==> config.mk <==
export PLATFORM = sky130hd
export DESIGN_NAME = pcrbm_top
export DESIGN_NICKNAME = d
export VERILOG_FILES = /design/src/logic/pcrbm_cfg_word.v /design/src/logic/pcrbm_top.v
export VERILOG_INCLUDE_DIRS = /design/src /design/src/include
export SDC_FILE = /design/constraint.sdc
export NUM_CORES = 1
export LEC_CHECK = 0
export BUFFER_PORTS_ARGS = -buffer_cell sky130_fd_sc_hd__buf_2
export CORE_UTILIZATION = 50
export DETAILED_ROUTE_END_ITERATION = 10
export PLACE_DENSITY = 0.71
export SLEW_MARGIN = 15
export SYNTH_ARGS = -nofsm -noshare
export SYNTH_HDL_FRONTEND = slang
export SYNTH_HIERARCHICAL = 1
export SYNTH_SLANG_ARGS = --single-unit
==> constraint.sdc <==
create_clock -name i_mclk -period 1.5 [get_ports i_mclk]
set_input_delay 0.225 -clock i_mclk [delete_from_list [all_inputs] [get_ports i_mclk]]
set_output_delay 0.225 -clock i_mclk [all_outputs]
set_load 0.01 [all_outputs]
==> src/include/pcrbm_defines.vh <==
// pcrbm_defines.vh: constants for the endpoint configuration reset and bar mask block
// assumes inclusion by the design files only; definitions, no logic
`ifndef PCRBM_DEFINES_VH
`define PCRBM_DEFINES_VH

// local command status register field: mask access enable
`define PCRBM_MASK_EN_BIT     5
// number of bar mask registers
`define PCRBM_NUM_BARS        6
// index of bar 5
`define PCRBM_BAR5_IDX        5
// bar mask reset value: zero means window disabled
`define PCRBM_MASK_RST        32'h0000_0000
// sticky and non-sticky reset values
`define PCRBM_STICKY_RST      32'h0000_0000
`define PCRBM_NSTICKY_RST     32'h0000_0000
// local register selects
`define PCRBM_SEL_CMD         4'h0
`define PCRBM_SEL_STICKY      4'h1
`define PCRBM_SEL_NSTICKY     4'h2
`define PCRBM_SEL_MASK0       4'h8

`endif

==> src/logic/pcrbm_cfg_word.v <==
// pcrbm_cfg_word.v: one configuration word with a reset class
// assumes single clock, async active-low power-on reset, synchronous reset pulses
`timescale 1ns/10ps
`include "pcrbm_defines.vh"

module pcrbm_cfg_word #(
  parameter        WIDTH  = 32,
  parameter        STICKY = 0,
  parameter [31:0] RSTVAL = 32'h0000_0000
) (
  // clock and reset
  input  wire             i_mclk,
  input  wire             i_rst_n,
  // reset events
  input  wire             i_hot_rst,
  input  wire             i_soft_rst,
  input  wire             i_hard_rst,
  // write port
  input  wire             i_wr_en,
  input  wire [WIDTH-1:0] i_wr_data,
  // state
  output wire [WIDTH-1:0] o_value
);

  reg [WIDTH-1:0] word_ff;
  reg [WIDTH-1:0] nxt_word;
  reg             clr;

  // reset class decides which resets reach the word
  always @* begin
    clr = i_hard_rst;
    if (STICKY == 0) begin
      clr = clr | i_soft_rst | i_hot_rst;
    end
    nxt_word = word_ff;
    if (clr) begin
      nxt_word = RSTVAL[WIDTH-1:0];
    end else if (i_wr_en) begin
      nxt_word = i_wr_data;
    end
  end

  // sticky words ignore hot and soft reset, keeping error state
  always @(posedge i_mclk or negedge i_rst_n) begin
    if (!i_rst_n) begin
      word_ff <= RSTVAL[WIDTH-1:0];
    end else begin
      word_ff <= nxt_word;
    end
  end

  assign o_value = word_ff;

endmodule

==> src/logic/pcrbm_top.v <==
// pcrbm_top.v: endpoint configuration reset classes and gated bar mask programming
// assumes local bus and link bus are synchronous to i_mclk, one write per cycle each
// assumes hot, soft and hard reset arrive as one-cycle pulses from the port's reset logic
`timescale 1ns/10ps
`include "pcrbm_defines.vh"

module pcrbm_top #(
  parameter WIDTH = 32
) (
  // clock and reset
  input  wire             i_mclk,
  input  wire             i_rst_n,
  // reset events, one-cycle pulses
  input  wire             i_hot_rst,
  input  wire             i_soft_rst,
  input  wire             i_hard_rst,
  // local side write/read
  input  wire             i_loc_wr,
  input  wire             i_loc_rd,
  input  wire [3:0]       i_loc_sel,
  input  wire [WIDTH-1:0] i_loc_wdata,
  output reg  [WIDTH-1:0] o_loc_rdata,
  output reg              o_loc_rvalid,
  // link side write, mask registers not reachable
  input  wire             i_lnk_wr,
  input  wire [3:0]       i_lnk_sel,
  input  wire [WIDTH-1:0] i_lnk_wdata,
  // state
  output reg              o_mask_access_enable_bit,
  output reg              o_bar5_enabled,
  output reg  [WIDTH-1:0] o_bar5_mask,
  output reg              o_mask_wr_dropped
);

  ////////////////////////////////////////////////////////////////////////
  // command status word, non-sticky
  // bit 5 opens the bar mask gate; both sides may write this word, and a
  // local write wins when both strike in the same cycle, so the processor
  // can always close the gate again even while the host is busy

  wire             cmd_wr;
  wire [WIDTH-1:0] cmd_wdata;
  wire [WIDTH-1:0] cmd_val;

  // write strobe and data for the command word from either side
  assign cmd_wr    = (i_loc_wr && i_loc_sel == `PCRBM_SEL_CMD) ||
                     (i_lnk_wr && i_lnk_sel == `PCRBM_SEL_CMD);
  assign cmd_wdata = (i_loc_wr && i_loc_sel == `PCRBM_SEL_CMD) ? i_loc_wdata : i_lnk_wdata;

  pcrbm_cfg_word #(.WIDTH(WIDTH), .STICKY(0), .RSTVAL(`PCRBM_NSTICKY_RST)) u_cmd (
    .i_mclk     (i_mclk),
    .i_rst_n    (i_rst_n),
    .i_hot_rst  (i_hot_rst),
    .i_soft_rst (i_soft_rst),
    .i_hard_rst (i_hard_rst),
    .i_wr_en    (cmd_wr),
    .i_wr_data  (cmd_wdata),
    .o_value    (cmd_val)
  );

  ////////////////////////////////////////////////////////////////////////
  // example sticky (error status) and non-sticky words
  // the sticky word stands for error control and status: only a hard reset
  // or power-on clears it, so a host that retrains the link can still read
  // what went wrong before

  wire             stk_wr;
  wire             nst_wr;
  wire [WIDTH-1:0] stk_val;
  wire [WIDTH-1:0] nst_val;

  // only the local side reaches these two words
  assign stk_wr = i_loc_wr && i_loc_sel == `PCRBM_SEL_STICKY;
  assign nst_wr = i_loc_wr && i_loc_sel == `PCRBM_SEL_NSTICKY;

  pcrbm_cfg_word #(.WIDTH(WIDTH), .STICKY(1), .RSTVAL(`PCRBM_STICKY_RST)) u_stk (
    .i_mclk     (i_mclk),
    .i_rst_n    (i_rst_n),
    .i_hot_rst  (i_hot_rst),
    .i_soft_rst (i_soft_rst),
    .i_hard_rst (i_hard_rst),
    .i_wr_en    (stk_wr),
    .i_wr_data  (i_loc_wdata),
    .o_value    (stk_val)
  );

  pcrbm_cfg_word #(.WIDTH(WIDTH), .STICKY(0), .RSTVAL(`PCRBM_NSTICKY_RST)) u_nst (
    .i_mclk     (i_mclk),
    .i_rst_n    (i_rst_n),
    .i_hot_rst  (i_hot_rst),
    .i_soft_rst (i_soft_rst),
    .i_hard_rst (i_hard_rst),
    .i_wr_en    (nst_wr),
    .i_wr_data  (i_loc_wdata),
    .o_value    (nst_val)
  );

  ////////////////////////////////////////////////////////////////////////
  // bar mask registers: local side only, gated by mask enable
  // selects 8 to 13 reach masks 0 to 5; 14 and 15 are holes that read zero
  // the gate is the stored bit, not the write data, so a write that sets
  // bit 5 opens the gate from the following cycle only
  // masks are treated as non-sticky: any reset closes every window again

  wire             mask_en;
  wire             mask_sel;
  wire [2:0]       mask_idx;
  wire [WIDTH-1:0] mask_val [0:`PCRBM_NUM_BARS-1];

  // gate and select decode shared by every mask word
  assign mask_en  = cmd_val[`PCRBM_MASK_EN_BIT];
  assign mask_sel = i_loc_sel[3] && (i_loc_sel[2:0] < `PCRBM_NUM_BARS);
  assign mask_idx = i_loc_sel[2:0];

  genvar g;
  generate
    for (g = 0; g < `PCRBM_NUM_BARS; g = g + 1) begin : g_mask
      wire wr_g;
      // link writes never reach the masks
      // one word per bar; the strobe is the only thing that differs, so a
      // refused write leaves every mask untouched
      assign wr_g = i_loc_wr && mask_sel && mask_en && (mask_idx == g);
      pcrbm_cfg_word #(.WIDTH(WIDTH), .STICKY(0), .RSTVAL(`PCRBM_MASK_RST)) u_mask (
        .i_mclk     (i_mclk),
        .i_rst_n    (i_rst_n),
        .i_hot_rst  (i_hot_rst),
        .i_soft_rst (i_soft_rst),
        .i_hard_rst (i_hard_rst),
        .i_wr_en    (wr_g),
        .i_wr_data  (i_loc_wdata),
        .o_value    (mask_val[g])
      );
    end
  endgenerate

  ////////////////////////////////////////////////////////////////////////
  // read mux, one cycle latency
  // holes and the two unused mask selects read zero, never an unknown

  reg [WIDTH-1:0] nxt_rdata;

  always @* begin
    nxt_rdata = {WIDTH{1'b0}};
    if (i_loc_sel == `PCRBM_SEL_CMD) begin
      nxt_rdata = cmd_val;
    end else if (i_loc_sel == `PCRBM_SEL_STICKY) begin
      nxt_rdata = stk_val;
    end else if (i_loc_sel == `PCRBM_SEL_NSTICKY) begin
      nxt_rdata = nst_val;
    end else if (mask_sel) begin
      nxt_rdata = mask_val[mask_idx];
    end
  end

  ////////////////////////////////////////////////////////////////////////
  // refused mask writes

  wire loc_mask_refused;
  wire lnk_mask_refused;

  // a local write to a mask select with the gate shut is dropped
  assign loc_mask_refused = i_loc_wr && mask_sel && !mask_en;
  // the link may never reach a mask, whatever the gate says; flagging it
  // lets local software notice a host that breaks the rule
  assign lnk_mask_refused = i_lnk_wr && i_lnk_sel[3];

  ////////////////////////////////////////////////////////////////////////
  // registered outputs

  // read port: data holds until the next read so slow software can
  // fetch it late; valid is a one-cycle pulse per strobe
  always @(posedge i_mclk or negedge i_rst_n) begin
    if (!i_rst_n) begin
      o_loc_rdata  <= {WIDTH{1'b0}};
      o_loc_rvalid <= 1'b0;
    end else begin
      o_loc_rdata  <= i_loc_rd ? nxt_rdata : o_loc_rdata;
      o_loc_rvalid <= i_loc_rd;
    end
  end

  // gate mirror lags the stored bit by one cycle; software polling it
  // right after a write must allow for that
  always @(posedge i_mclk or negedge i_rst_n) begin
    if (!i_rst_n) begin
      o_mask_access_enable_bit <= 1'b0;
    end else begin
      o_mask_access_enable_bit <= mask_en;
    end
  end

  // bar5 view: window disabled while the mask is zero, so an endpoint
  // that was never programmed shows no size to the host
  always @(posedge i_mclk or negedge i_rst_n) begin
    if (!i_rst_n) begin
      o_bar5_enabled <= 1'b0;
      o_bar5_mask    <= {WIDTH{1'b0}};
    end else begin
      o_bar5_enabled <= |mask_val[`PCRBM_BAR5_IDX];
      o_bar5_mask    <= mask_val[`PCRBM_BAR5_IDX];
    end
  end

  // refusal pulse, one cycle per dropped write, a single one when both sides drop in one cycle; not sticky, so a burst
  // of refused writes shows as a run of pulses
  always @(posedge i_mclk or negedge i_rst_n) begin
    if (!i_rst_n) begin
      o_mask_wr_dropped <= 1'b0;
    end else begin
      o_mask_wr_dropped <= loc_mask_refused || lnk_mask_refused;
    end
  end

endmodule

==> flow_metrics.env <==
export IMPL_ir_drop_mv=0.709
export IMPL_cp_data_required_time_ns=1.91
export IMPL_yosysWarnings=6
export IMPL_final_util=0.640
export IMPL_power_clock_fraction=0.456
export IMPL_grt_pass1_wl_mm=79.3
export IMPL_hold_path_class="primary input to register"
export IMPL_violations="setup timing"
export IMPL_finalSetupViolations=159
export IMPL_path_max_fanout=7
export IMPL_firstDrtPassIters=7
export IMPL_io_pin_count=148
export IMPL_fp_dieW_um=187
export IMPL_status="finished, violations left"
export IMPL_syn_num_nets=1595
export IMPL_fin_nets=1852
export IMPL_grtUsageTotal=0.293
export IMPL_ant_nets=0
export IMPL_seq_area_frac_synth=0.518
export IMPL_synth_avg_cell_area_sq_um=11.3
export IMPL_synth_edf_count=0
export IMPL_grt_setup_unrepaired="yes"
export IMPL_antenna_found_initial=1
export IMPL_overflow=0
export IMPL_clock_skew_ns=0.0140
export IMPL_vias_per_cell=5.94
export IMPL_finalCriticalPeriod_ns=1.66
export IMPL_p_seq_frac=0.461
export IMPL_port_buffers=147
export IMPL_wl_mm=52.6
export IMPL_clk_pin_slew_ns=0.06
export IMPL_root_buffer="clkbuf_16"
export IMPL_grt_start_max_net_pins=80
export IMPL_worst_slew_pin_slew_ns=0.512
export IMPL_final_max_slew_violation_count=0
export IMPL_final_cell_count_no_fill=2246
export IMPL_gp_congestion=0.837
export IMPL_insertion_delay_ns=0.53
export IMPL_die_area_sq_mm=0.0351
export IMPL_sw_frac_of_total=0.234
export IMPL_hold_viol_final=0
export IMPL_p_leak_nw=9.08
export IMPL_ys_flop_type="dfrtp_1"
export IMPL_grt_pass1_vias=13400
export IMPL_p_sw_mw=4.92
export IMPL_htreeDepth=2
export IMPL_path_class="register to register"
export IMPL_p_comb_frac=0.083
export IMPL_clkSinkCount=356
export IMPL_synth_cells=1515
export IMPL_cts_buffer_depth=3
export IMPL_placementRows=67
export IMPL_synthesis_area_sq_mm=0.0172
export IMPL_fmax_mhz=602
export IMPL_yosys_register_bits=356
export IMPL_endpoint_kind="register"
export IMPL_syn_to_final_growth_pct=25.5
export IMPL_critPathArrivalTime_ns=2.07
export IMPL_nFillCells=2595
export IMPL_dp_cells=2137
export IMPL_synth_cell_types=46
export IMPL_setup_ws_ns=-0.161
export IMPL_vias=13300
export IMPL_drc=0
export IMPL_dpl_hpwl_mm=32.9
export IMPL_hold_ws_ns=0.0487
export IMPL_die_y_um=187
export IMPL_slew_headroom=0.654
export IMPL_wl_per_cell_um=23.4
export IMPL_power_internal_mw=16.1
export IMPL_fin_area_sq_mm=0.0216
export IMPL_cts_made_buffers=39
export IMPL_fin_tns_setup_ns=-14.39
export IMPL_placed_area_sq_mm=0.0194
export IMPL_cp_start_kind="register"
export IMPL_start_util=0.510
export IMPL_layout_drive_gt1_share=0.280
export IMPL_cap_viol_max_count=0
export IMPL_core_area_sq_mm=0.0337
export IMPL_cts_tree="yes"
export IMPL_async_flop_share=1.00
export IMPL_power_density_mw_per_mm2=977
export IMPL_fin_crit_sh=1.11
export IMPL_drt_iter0_drc=1294
==> registers in the layout, indices dropped and copies added, names as in the netlist, 32 cells and up <==
register	flops
g_mask.u_mask/o_value	192
o_bar5_mask	32
o_loc_rdata	32
u_cmd/o_value	32
u_nst/o_value	32
u_stk/o_value	32
==> cell usage after synthesis (13+ instances only) <==
cell type  instances  share of area
mux2_2            32          0.021
o22ai_1           19         0.0069
dfrtp_1          356           0.52
nand4_1           22         0.0080
nand4b_1          20          0.010
a211oi_1          32          0.014
a21oi_1           44          0.013
nand3b_1          13         0.0057
a31oi_1           20         0.0073
clkbuf_1          21         0.0046
nor2_1           294          0.064
o21ai_0           32         0.0093
buf_6             37          0.024
nor2b_1           33          0.012
mux2i_1          340           0.20
buf_2             57          0.017
o21ai_1           32         0.0093
==> metal layers <==
metal  vias up  share of wire  GRT usage
met4         0          0.039      0.123
met5         -              0          0
met1      6733           0.42      0.395
li1       5877              -          -
met2       601           0.47      0.473
met3       131          0.072     0.0432
==> cell type report <==
class	instances	area, sq um	share of cell area
clock buffer	59	1160	0.0538
inverter	3	11.3	0.000522
antenna	1	2.50	0.000116
timing repair buffer	351	3210	0.149
clock inverter	7	114	0.00528
multi-input combinational	1021	7590	0.352
tap	448	561	0.0260
sequential	356	8910	0.413
==> path summary, 6_finish.rpt <==
| check | from | end | slack, ns | cells past startpoint |
|---|---|---|---|---|
| max reg2reg | u_cmd/o_value[5] | g_mask[2].u_mask/o_value[20] | -0.16 | 8 |
| min | i_lnk_sel[3] | o_mask_wr_dropped | 0.05 | 3 |
| max in group asynchronous | i_rst_n | g_mask[0].u_mask/o_value[27] | 0.61 | 3 |
| max | u_cmd/o_value[5] | g_mask[2].u_mask/o_value[20] | -0.16 | 8 |
| min reg2reg | g_mask[5].u_mask/o_value[22] | o_bar5_mask[22] | 0.43 | 0 |
| min in group asynchronous | i_rst_n | g_mask[0].u_mask/o_value[12] | 0.15 | 2 |
==> layout by cell type (no fill, tap or decap), types with 12 or more instances in the layout <==
cell and instances:
buf_2 145, a211oi_1 21, mux2i_1 331, a21oi_1 44, nand4_1 22, nand4b_1 20
o22ai_1 19, o21ai_0 32, buf_12 48, o21a_1 12, nand3b_1 13, a31oi_1 20
nor2_1 288, dfrtp_1 355, buf_4 124, o221a_1 12, mux2_2 32, clkbuf_16 45
o21ai_1 27, buf_6 17, nor2b_1 32
==> metrics by stage <==
| step | setup slack, ns | power [mW] |
|---|---|---|
| 3_5_place_dp | -0.449 | 11.6 |
| 5_1_grt | -0.224 | 21.7 |
| 4_1_cts | -0.140 | 21.1 |
| 6_report | -0.161 | 21.1 |
| 2_1_floorplan | -0.145 | 10.6 |
| 3_3_place_gp | -0.448 | 11.5 |
==> logic make-up (layout without fill, tap and decap cells) <==
logic type      after synthesis  after routing  synth area share
mux                         384            384             0.229
flops                       356            356             0.518
buf+inv                     138            420            0.0558
compound gates              206            206            0.0745
simple gates                431            431             0.122
other cells                   0              1                 0
==> timing repair <==
| item | 4_1_cts | 5_1_grt |
|---|---|---|
| setup endpoints to repair | 202 | 205 |
| hold buffers | 2 | 0 |
| hold endpoints to repair | 246 | 0 |
| pin swaps | 15 | 39 |
| buffers inserted | 20 | 11 |
| cloned | 10 | 6 |
| resized for setup | 47 | 30 |
==> worst max-delay path, stage by stage (launching register included) <==
cell and delay (ns):
dfrtp_2 0.42, buf_6 0.12, nand3_4 0.09, buf_12 0.17, nor2_4 0.16, buf_4 0.15, buf_12 0.13, mux2i_1 0.21
nor2_1 0.07
==> power by group through the flow <==
| stage | clock (mW) | combinational (mW) | sequential [mW] |
|---|---|---|---|
| after CTS | 9.70 | 1.72 | 9.70 |
| after detailed placement | 0 | 1.69 | 9.87 |
| after floorplan | 0 | 0.738 | 9.89 |
| after global routing | 10.1 | 1.86 | 9.70 |
| final | 9.60 | 1.75 | 9.70 |
| after global placement | 0 | 1.67 | 9.87 |
Power figures use the tool's default switching activity.
